$ cat config.mk
export PLATFORM = sky130hd
export DESIGN_NAME = monitor_system_commands
export DESIGN_NICKNAME = d
export VERILOG_FILES = /design/src/sys_cmd_pkg.sv /design/src/hms_ifc.sv /design/src/monitor_system_commands.sv /design/src/sync2.sv /design/src/hms_counter.sv
export SDC_FILE = /design/constraint.sdc
export NUM_CORES = 1
export LEC_CHECK = 0
export ABC_AREA = 1
export BUFFER_PORTS_ARGS = -buffer_cell sky130_fd_sc_hd__buf_2
export CAP_MARGIN = 20
export CORE_ASPECT_RATIO = 1.4
export CORE_MARGIN = 2
export CORE_UTILIZATION = 40
export DETAILED_ROUTE_END_ITERATION = 8
export SLEW_MARGIN = 20
export SYNTH_ARGS = -nofsm -noshare
export SYNTH_HDL_FRONTEND = slang
export SYNTH_SLANG_ARGS = --single-unit
$ cat constraint.sdc
create_clock -name clk -period 10.7 [get_ports clk]
set_input_delay 0.535 -clock clk [delete_from_list [all_inputs] [get_ports clk]]
set_output_delay 0.535 -clock clk [all_outputs]
set_load 0.03 [all_outputs]
$ cat src/sys_cmd_pkg.sv
/*
 * Shared constants, types and helper functions of the monitor system
 * command block: register offsets, field layout, timing and states.
 * Assumes a single 250 MHz clock and a plain strobe-based register port.
 */
// Notes on behaviour
// RULE_01 - Power-source query answers chassis supply or external supply.
// RULE_02 - Reset-enable on: backplane reset resets the whole monitor.
// RULE_03 - Reset-enable off: backplane reset initialises only its interface.
// RULE_04 - Reset-enable leaves the factory cleared, value zero.
// RULE_05 - Nonzero or ON sets reset-enable, zero or OFF clears; query 1/0.
// RULE_06 - Illegal boolean raises illegal-parameter event, setting unchanged.
// RULE_07 - Reset-enable on and chassis down holds monitor inoperative.
// RULE_08 - Reset-now command drives backplane reset at once.
// RULE_09 - Own backplane reset follows the same reset-enable scope.
// RULE_10 - Time of day as 24-hour hour, minute, second; settable, readable.
// RULE_11 - Time of day cleared to zero at every power up.
// RULE_12 - Out-of-range time set raises range event, keeps old time.
// RULE_13 - Time query returns hour, minute, second of the front panel.
// RULE_14 - Read-only elapsed time since last service, in h/m/s; here the count restarts at power up instead.
// RULE_15 - Read-only elapsed time since latest power on, in h/m/s.
// RULE_16 - Version query returns the fixed language version number.
// RULE_17 - Seconds, minutes roll 59 to 0 with carry; hours 23 to 0.
// RULE_18 - Illegal boolean to chassis power command raises the same event.
package sys_cmd_pkg;

    // ---------------------------------------------------------------
    // Register port
    // ---------------------------------------------------------------
    localparam int ADDR_W = 8;
    localparam int DATA_W = 32;
    localparam logic [ADDR_W-1:0] OFF_RESET_EN = 8'h00;
    localparam logic [ADDR_W-1:0] OFF_POWER = 8'h04;
    localparam logic [ADDR_W-1:0] OFF_RESET_NOW = 8'h08;
    localparam logic [ADDR_W-1:0] OFF_TIME = 8'h0C;
    localparam logic [ADDR_W-1:0] OFF_SERVICE_TIME = 8'h10;
    localparam logic [ADDR_W-1:0] OFF_ON_TIME = 8'h14;
    localparam logic [ADDR_W-1:0] OFF_VERSION = 8'h18;
    localparam logic [ADDR_W-1:0] OFF_SOURCE = 8'h1C;
    localparam logic [ADDR_W-1:0] OFF_IRQ_STATUS = 8'h20;
    localparam logic [ADDR_W-1:0] OFF_IRQ_MASK = 8'h24;

    // ---------------------------------------------------------------
    // Fields
    // ---------------------------------------------------------------
    localparam int HOUR_W = 20;
    localparam int MS_W = 6;
    localparam int HOUR_LSB = 12;
    localparam int MIN_LSB = 6;
    localparam int SEC_LSB = 0;
    localparam int ARG_KIND_LSB = 30;
    localparam logic [1:0] ARG_NUMERIC = 2'h0;
    localparam logic [1:0] ARG_KEYWORD = 2'h1;
    localparam logic [29:0] KEY_OFF = 30'h0000_0000;
    localparam logic [29:0] KEY_ON = 30'h0000_0001;
    localparam logic [MS_W-1:0] MAX_MIN_SEC = 6'h3B;
    localparam logic [HOUR_W-1:0] MAX_DAY_HOUR = 20'h0_0017;
    // Version 1995.0 reported in tenths
    localparam logic [DATA_W-1:0] VERSION_VALUE = 32'h0000_4DEE;
    localparam int IRQ_W = 2;
    localparam int IRQ_ILLEGAL = 0;
    localparam int IRQ_RANGE = 1;

    // ---------------------------------------------------------------
    // Timing
    // ---------------------------------------------------------------
    localparam longint CLK_PERIOD_NS = 4;
    localparam longint SECOND_NS = 1_000_000_000;
    localparam int unsigned TICK_CYCLES_DEF =
        int'(SECOND_NS / CLK_PERIOD_NS);
    localparam int TICK_W = 28;
    localparam longint RESET_PULSE_NS = 1000;
    localparam logic [7:0] RESET_PULSE_CYCLES =
        8'((RESET_PULSE_NS + CLK_PERIOD_NS - 1) / CLK_PERIOD_NS);

    // ---------------------------------------------------------------
    // Types
    // ---------------------------------------------------------------
    typedef enum logic [1:0] {
        ST_RUN = 2'h0,
        ST_DRIVE = 2'h1,
        ST_RELEASE = 2'h3
    } seq_t;

    typedef struct packed {
        logic [HOUR_W-1:0] hours;
        logic [MS_W-1:0] min;
        logic [MS_W-1:0] sec;
    } hms_t;

    // {legal, value} of a boolean argument word
    function automatic logic [1:0] bool_arg(input logic [DATA_W-1:0] w);
        logic [1:0] kind;
        kind = w[ARG_KIND_LSB +: 2];
        if (kind == ARG_NUMERIC) begin
            return {1'b1, |w[29:0]};
        end else if (kind == ARG_KEYWORD && w[29:0] == KEY_ON) begin
            return 2'h3;
        end else if (kind == ARG_KEYWORD && w[29:0] == KEY_OFF) begin
            return 2'h2;
        end
        return 2'h0;
    endfunction : bool_arg

    function automatic logic [DATA_W-1:0] pack_hms(input hms_t t);
        logic [DATA_W-1:0] w;
        w = '0;
        w[HOUR_LSB +: HOUR_W] = t.hours;
        w[MIN_LSB +: MS_W] = t.min;
        w[SEC_LSB +: MS_W] = t.sec;
        return w;
    endfunction : pack_hms

    function automatic hms_t unpack_hms(input logic [DATA_W-1:0] w);
        hms_t t;
        t.hours = w[HOUR_LSB +: HOUR_W];
        t.min = w[MIN_LSB +: MS_W];
        t.sec = w[SEC_LSB +: MS_W];
        return t;
    endfunction : unpack_hms

endpackage : sys_cmd_pkg

$ cat src/hms_ifc.sv
/*
 * Link between the command block and one hour/minute/second counter.
 * Assumes both ends share the command block's clock.
 */
interface hms_ifc import sys_cmd_pkg::*; ();
    logic tick;
    logic clear;
    logic load;
    hms_t load_val;
    hms_t value;

    modport ctl(output tick, output clear, output load, output load_val,
                input value);
    modport cnt(input tick, input clear, input load, input load_val,
                output value);
endinterface : hms_ifc

$ cat src/monitor_system_commands.sv
/*
 * Monitor system functions behind a strobe register port: backplane
 * reset control, time of day, elapsed-time counters, version, supply
 * source, and a read-to-clear interrupt status.
 * Assumes a 250 MHz clock, power-up reset on reset, and asynchronous
 * backplane and supply pins that are synchronised here.
 */
// The strobed register port and the register offsets are this design's own decisions.
module monitor_system_commands import sys_cmd_pkg::*; #(
    parameter int unsigned TICK_CYCLES = TICK_CYCLES_DEF
) (
    // Clocking
    input wire logic clk,
    input wire logic reset,
    input wire logic ce,
    // Register port
    input wire logic [ADDR_W-1:0] addr,
    input wire logic [DATA_W-1:0] wdata,
    input wire logic wr,
    input wire logic rd,
    output logic [DATA_W-1:0] rdata,
    output logic irq,
    // Backplane reset line, open drain, active low
    input wire logic sysreset_n_i,
    output logic sysreset_n_o,
    output logic sysreset_n_oe,
    // Supply pins
    input wire logic chassis_power_good,
    input wire logic external_supply,
    // Monitor-side controls
    output logic vif_init,
    output logic monitor_reset,
    output logic ui_enable,
    output logic chassis_power_cmd
);
    typedef struct packed {
        logic reset_en;
        logic power_cmd;
        logic [IRQ_W-1:0] irq_status;
        logic [IRQ_W-1:0] irq_mask;
        logic [DATA_W-1:0] rdata;
        seq_t seq;
        logic [7:0] pulse_cnt;
        logic [TICK_W-1:0] tick_cnt;
        logic pg_prev;
    } state_t;

    state_t s_q;
    state_t s_d;
    logic [2:0] pins_s;
    logic sysrst_s;
    logic pg_s;
    logic ext_s;
    logic hold;
    logic sys_act;
    logic mon_rst;
    logic wr_ok;
    logic rd_ok;
    logic tick;
    logic [1:0] en_arg;
    logic [1:0] pw_arg;
    hms_t set_time;
    logic time_ok;
    logic [IRQ_W-1:0] events;

    hms_ifc tod_if();
    hms_ifc svc_if();
    hms_ifc on_if();

    // ---------------------------------------------------------------
    // Pin synchronisers and counters
    // ---------------------------------------------------------------
    sync2 #(.W(3)) u_pins (
        .clk(clk),
        .reset(reset),
        .ce(ce),
        .d({~sysreset_n_i, chassis_power_good, external_supply}),
        .q(pins_s)
    );
    assign sysrst_s = pins_s[2];
    assign pg_s = pins_s[1];
    assign ext_s = pins_s[0];

    hms_counter #(.WRAP_DAY(1'b1)) u_tod (
        .clk(clk),
        .reset(reset),
        .ce(ce),
        .hms(tod_if.cnt)
    );
    // No non-volatile store here: the service count restarts at power up
    hms_counter #(.WRAP_DAY(1'b0)) u_svc (
        .clk(clk),
        .reset(reset),
        .ce(ce),
        .hms(svc_if.cnt)
    );
    hms_counter #(.WRAP_DAY(1'b0)) u_on (
        .clk(clk),
        .reset(reset),
        .ce(ce),
        .hms(on_if.cnt)
    );

    // ---------------------------------------------------------------
    // Reset scope and access gating
    // ---------------------------------------------------------------
    assign hold = s_q.reset_en & ~pg_s; // see RULE_07
    assign sys_act = sysrst_s | (s_q.seq == ST_DRIVE);
    assign mon_rst = s_q.reset_en & sys_act; // see RULE_02, RULE_09
    // Interface init on every backplane reset, whatever the scope
    assign vif_init = sys_act; // see RULE_03
    assign monitor_reset = mon_rst;
    assign ui_enable = ~hold & ~mon_rst; // see RULE_07
    assign wr_ok = wr & ~hold & ~mon_rst;
    assign rd_ok = rd & ~hold & ~mon_rst;
    assign tick = (s_q.tick_cnt == TICK_W'(TICK_CYCLES - 1));

    assign en_arg = bool_arg(wdata);
    assign pw_arg = en_arg;
    assign set_time = unpack_hms(wdata);
    assign time_ok = set_time.hours <= MAX_DAY_HOUR &&
                     set_time.min <= MAX_MIN_SEC &&
                     set_time.sec <= MAX_MIN_SEC;

    always_comb begin
        events = '0;
        if (wr_ok && addr == OFF_RESET_EN && !en_arg[1]) begin
            events[IRQ_ILLEGAL] = 1'b1; // see RULE_06
        end
        if (wr_ok && addr == OFF_POWER && !pw_arg[1]) begin
            events[IRQ_ILLEGAL] = 1'b1; // see RULE_18
        end
        if (wr_ok && addr == OFF_TIME && !time_ok) begin
            events[IRQ_RANGE] = 1'b1; // see RULE_12
        end
    end

    // ---------------------------------------------------------------
    // Counter control
    // ---------------------------------------------------------------
    assign tod_if.tick = tick;
    assign tod_if.clear = mon_rst;
    assign tod_if.load = wr_ok && addr == OFF_TIME && time_ok; // see RULE_10
    assign tod_if.load_val = set_time;
    // Elapsed counters run only while the chassis is powered
    assign svc_if.tick = tick & pg_s; // see RULE_14
    assign svc_if.clear = 1'b0;
    assign svc_if.load = 1'b0;
    assign svc_if.load_val = '0;
    assign on_if.tick = tick & pg_s; // see RULE_15
    assign on_if.clear = pg_s & ~s_q.pg_prev;
    assign on_if.load = 1'b0;
    assign on_if.load_val = '0;

    // ---------------------------------------------------------------
    // Next state
    // ---------------------------------------------------------------
    always_comb begin
        s_d = s_q;
        s_d.pg_prev = pg_s;
        s_d.tick_cnt = tick ? '0 : s_q.tick_cnt + 28'h000_0001;
        if (wr_ok && addr == OFF_RESET_EN && en_arg[1]) begin
            s_d.reset_en = en_arg[0]; // see RULE_05
        end
        if (wr_ok && addr == OFF_POWER && pw_arg[1]) begin
            s_d.power_cmd = pw_arg[0];
        end
        if (wr_ok && addr == OFF_IRQ_MASK) begin
            s_d.irq_mask = wdata[IRQ_W-1:0];
        end
        // Read clears, but an event in the same cycle still sets
        if (rd_ok && addr == OFF_IRQ_STATUS) begin
            s_d.irq_status = events;
        end else begin
            s_d.irq_status = s_q.irq_status | events;
        end
        s_d.rdata = '0;
        if (rd_ok) begin
            case (addr)
                OFF_RESET_EN: s_d.rdata = {31'h0000_0000, s_q.reset_en};
                OFF_POWER: s_d.rdata = {31'h0000_0000, s_q.power_cmd};
                OFF_TIME: s_d.rdata = pack_hms(tod_if.value); // see RULE_13
                OFF_SERVICE_TIME: s_d.rdata = pack_hms(svc_if.value);
                OFF_ON_TIME: s_d.rdata = pack_hms(on_if.value);
                OFF_VERSION: s_d.rdata = VERSION_VALUE; // see RULE_16
                OFF_SOURCE: s_d.rdata = {31'h0000_0000, ext_s}; // see RULE_01
                OFF_IRQ_STATUS: s_d.rdata = {30'h0000_0000, s_q.irq_status};
                OFF_IRQ_MASK: s_d.rdata = {30'h0000_0000, s_q.irq_mask};
                default: s_d.rdata = '0;
            endcase
        end
        // A whole-monitor reset must not cut short our own drive
        case (s_q.seq)
            ST_RUN: begin
                if (wr_ok && addr == OFF_RESET_NOW) begin
                    s_d.seq = ST_DRIVE; // see RULE_08
                    s_d.pulse_cnt = '0;
                end
            end
            ST_DRIVE: begin
                s_d.pulse_cnt = s_q.pulse_cnt + 8'h01;
                if (s_q.pulse_cnt == RESET_PULSE_CYCLES - 8'h01) begin
                    s_d.seq = ST_RELEASE;
                end
            end
            ST_RELEASE: begin
                // Wait for the wired line to read back released
                if (!sysrst_s) begin
                    s_d.seq = ST_RUN;
                end
            end
            default: s_d.seq = ST_RUN;
        endcase
        if (mon_rst) begin
            s_d.irq_status = '0;
            s_d.irq_mask = '0;
            s_d.rdata = '0;
        end
    end

    always_ff @(posedge clk or posedge reset) begin
        if (reset) begin
            s_q <= '0; // see RULE_04
        end else if (ce) begin
            s_q <= s_d;
        end
    end

    // ---------------------------------------------------------------
    // Outputs
    // ---------------------------------------------------------------
    assign rdata = s_q.rdata;
    assign irq = |(s_q.irq_status & s_q.irq_mask);
    assign sysreset_n_o = 1'b0;
    assign sysreset_n_oe = (s_q.seq == ST_DRIVE);
    assign chassis_power_cmd = s_q.power_cmd;
endmodule : monitor_system_commands

$ cat src/sync2.sv
/*
 * Two-stage synchroniser for asynchronous pin levels.
 * Assumes inputs are slow levels; no pulse shorter than two clocks.
 */
module sync2 #(
    parameter int W = 1
) (
    // Clocking
    input wire logic clk,
    input wire logic reset,
    input wire logic ce,
    // Levels
    input wire logic [W-1:0] d,
    output logic [W-1:0] q
);
    typedef struct packed {
        logic [W-1:0] meta;
        logic [W-1:0] stable;
    } sync_state_t;

    sync_state_t s_q;
    sync_state_t s_d;

    // The first stage feeds only the second stage
    always_comb begin
        s_d.meta = d;
        s_d.stable = s_q.meta;
    end

    always_ff @(posedge clk or posedge reset) begin
        if (reset) begin
            s_q <= '0;
        end else if (ce) begin
            s_q <= s_d;
        end
    end

    assign q = s_q.stable;
endmodule : sync2

$ cat src/hms_counter.sv
/*
 * Hour/minute/second counter advanced once per tick.
 * Assumes clear beats load and load beats tick.
 */
module hms_counter import sys_cmd_pkg::*; #(
    parameter bit WRAP_DAY = 1'b0
) (
    // Clocking
    input wire logic clk,
    input wire logic reset,
    input wire logic ce,
    // Control
    hms_ifc.cnt hms
);
    hms_t s_q;
    hms_t s_d;

    always_comb begin
        s_d = s_q;
        if (hms.clear) begin
            s_d = '0;
        end else if (hms.load) begin
            s_d = hms.load_val;
        end else if (hms.tick) begin
            if (s_q.sec != MAX_MIN_SEC) begin // see RULE_17
                s_d.sec = s_q.sec + 6'h01;
            end else begin
                s_d.sec = '0;
                if (s_q.min != MAX_MIN_SEC) begin
                    s_d.min = s_q.min + 6'h01;
                end else begin
                    s_d.min = '0;
                    if (WRAP_DAY && s_q.hours == MAX_DAY_HOUR) begin
                        s_d.hours = '0; // see RULE_17
                    end else begin
                        s_d.hours = s_q.hours + 20'h0_0001;
                    end
                end
            end
        end
    end

    // Power-up clears the count to 0,0,0
    always_ff @(posedge clk or posedge reset) begin
        if (reset) begin
            s_q <= '0; // see RULE_11
        end else if (ce) begin
            s_q <= s_d;
        end
    end

    assign hms.value = s_q;
endmodule : hms_counter

==> results.toml <==
[clock_tree]
cts_tree = "done"
ctsHoldBuffers = 0
htree_num_levels = 4
clk_pin_slew_ps = 70
post-cts-setup-buffers = 0
cts_made_buffers = 17
cts_sinks = 179
cts_resized = 0
clock_path_buffers = 2
worst_skew_pair.late_latency_ps = 450
cts_root_buffer = "clkbuf_16"

[sta]
slew_headroom_pct = 33.69
setup_viol = 0
finalMaxSlewViolations = 0
hold_violations = 0
finalCriticalPeriod_ps = 3040
setup_tns_ps = 0
tightest_slew_ps = 993.6
fmax_mhz = 328.9
period_share_pct = 28.41
skew_ps = 10.25
rsz0062_at_grt = "no"

[setup_path]
crit_arrival_ps = 3370
critPathTopFamily = "simple AND/OR/NAND/NOR gates"
r2r-end = "u_on.hms.value[22]"
path_common_cell = "nand2_1"
cp_max_fo = 23
worstSetupPathType = "reg -> reg"
cp_num_buf_inv = 3
r2r_cells = 9
cp_cell_sequence = "inv_2 -> nor2_2 -> inv_2 -> nand2_1 -> nand2_1 -> inv_2 -> nand2_1 -> nand2_1 -> nand2_1"
cp.depth = 9
critical_path.slowest_cell = "nor2_2"
r2r_slack_ps = 7660
cp-end-kind = "flip-flop"
startpoint = "u_pins.q[1]"
crit_required_ps = 11030
endpoint = "u_on.hms.value[22]"
start_kind = "flip-flop"
r2r-start = "u_pins.q[1]"
max_stage_delay_ps = 750

[die]
coreArea_um2 = 29750
die_y_um = 208.8
io-pin-count = 87
start_util_pct = 40.28
die-area_um2 = 31370
die_w_um = 150.3
rows = 75

[synthesis]
synth.most_common_cell = "nand2_1"
synth_compound_area_share_pct = 7.655
syn_area_um2 = 11980
synth_area_leaders = "dfrtp_1 (37%), nand2_1 (17%), nand3_1 (7.1%)"
netlist.area_leader.share_pct = 37.39
syn_nets = 1820
synthTopCellsByCount = "nand2_1 (556), nor2_1 (196), dfrtp_1 (179), inv_1 (179), nand3_1 (170)"
synth_xor_xnor_area_share_pct = 5.336
yosysTopAreaCell = "dfrtp_1"
yosys.area_share.adder_pct = 1.253
syn-instance-count = 1760
syn_area_per_cell_um2 = 6.808
yosysSeqAreaShare_pct = 37.39
synth-seq-cells = 179
synthSimpleGateAreaFrac_pct = 38.30
yosysWarnings = 0
synth_edf_count = 0
synth_top_family_by_area = "simple AND/OR/NAND/NOR gates"
synth-main-ff-cell = "dfrtp_1"
ys_types = 49
synth.area.mux_share_pct = 0
async_flop_share_pct = 100.0

[grt]
grt_pass1_wl_um = 57680
grt_pass1_vias = 11170
grt_start_max_net_pins = 75
grtUsageTotal_pct = 23.21
gr-total-overflow = 0
antenna_found_initial = 0

[job]
max_cap_viol_count = 0

[placed_design]
hpwl_um = 26410
place_congestion = 0.9026
io_buffers = 85

[status]
run_status = "finished clean"

[route]
antenna_left = 0
finalWirelength_um = 35370
drcViolationCount = 0
first_pass_iters = 6
via_per_inst = 5.205
vias = 11390
drtIter0Drc = 726
wire_per_inst_um = 16.16

[layout]
nNetsFinal = 1850
syn_to_final_growth_pct = 9.388
drive_gt1_share_pct = 10.15
multi_input_area_um2 = 6311
diodes = 0
fillCellCount = 3098
regArea_um2 = 4479

[power]
total_power_mw = 1.657
p_comb_share_pct = 12.8
power_density_nw_per_um2 = 126.4
p_leak_nw = 6.512
internal-power_mw = 1.180
switching_share_pct = 28.78
power.switching_mw = 0.4768
share_seq_of_total_power_pct = 46.5
vdd_drop_max_v = 0.00008380
p_clk_share_pct = 40.7

[min_path]
hp-class = "in -> async"
[cells in the final DEF, fill, tap and decap left out, types with 4 or more instances in the layout]
cell,count
nand2_1,556
nor2_1,195
dfrtp_1,179
inv_1,177
nand3_1,169
o21ai_0,91
buf_2,85
xor2_1,64
nor3_1,38
nand4_1,38
a21oi_1,34
clkbuf_16,17
o22ai_1,16
ha_1,12
nand2_2,11
or2_2,11
nor2_2,10
xnor2_1,9
inv_2,8
buf_4,8
nand3b_1,6
nor4_1,6
o211ai_1,5
nand2_4,4
o21ai_2,4
bufinv_16,4
clkbuf_1,4
[registers in the layout, indices dropped and copies added, names as in the netlist]
| signal | cells |
|---|---|
| s_q | 44 |
| rdata | 32 |
| u_on.hms.value | 32 |
| u_svc.hms.value | 32 |
| u_tod.hms.value | 32 |
| u_pins.q | 3 |
| u_pins.s_d | 3 |
| chassis_power_cmd | 1 |
[power groups by stage]
stage	combinational, mW	clock (mW)	sequential [mW]
global route	0.244	0.717	0.777
detailed placement	0.213	0	0.782
CTS	0.214	0.690	0.770
floorplan	0.157	0	0.767
global placement	0.209	0	0.781
finish	0.211	0.674	0.771
[area by class of cell]
cell class / count / share of cell area, %
flip-flops and latches: 179 / 34.18
repair buffers: 94 / 3.914
clock buffers: 21 / 3.360
clock inverters: 11 / 1.356
inverters: 186 / 5.365
well taps: 385 / 3.675
multi-input cells: 1312 / 48.15
[routing by layer]
layer	GRT usage, %	up-vias	part of all wire (%)
li1	-	5651	-
met1	27.53	5310	42
met5	0	-	0
met3	3.712	105	3.8
met4	13.76	0	5.6
met2	39.14	323	49
[metrics by stage]
step | utilization [%] | cells | setup slack (ps) | hold slack [ps] | area (um2)
2_1_floorplan | - | 1760 | 5306 | 442.2 | 11980
3_3_place_gp | 41.86 | 2155 | 7292 | 456.4 | 12450
3_5_place_dp | 41.86 | 2155 | 7089 | 465.1 | 12450
4_1_cts | 43.94 | 2187 | 7552 | 122.9 | 13070
5_1_grt | 44.06 | 2188 | 7251 | 148.7 | 13110
6_report | 44.06 | 2188 | 7660 | 113.0 | 13110
[worst min-delay path by stage]
stage / endpoint / slack, ps
2_1_floorplan: u_pins.s_d[0] / 440
3_3_place_gp: u_pins.s_d[0] / 460
3_5_place_dp: u_pins.s_d[0] / 470
4_1_cts: u_tod.hms.value[23] / 120
5_1_grt: u_tod.hms.value[23] / 150
6_report: u_tod.hms.value[23] / 110
[cell families after synthesis]
logic type                 Yosys count
DFF                                179
xor gates and xnor gates            73
buffers and inverters              269
and+or+nand+nor                   1060
other                                1
adders and majority gates           12
AOI/OAI and AO/OA                  166
No activity file was read; power rests on OpenSTA's default activity.
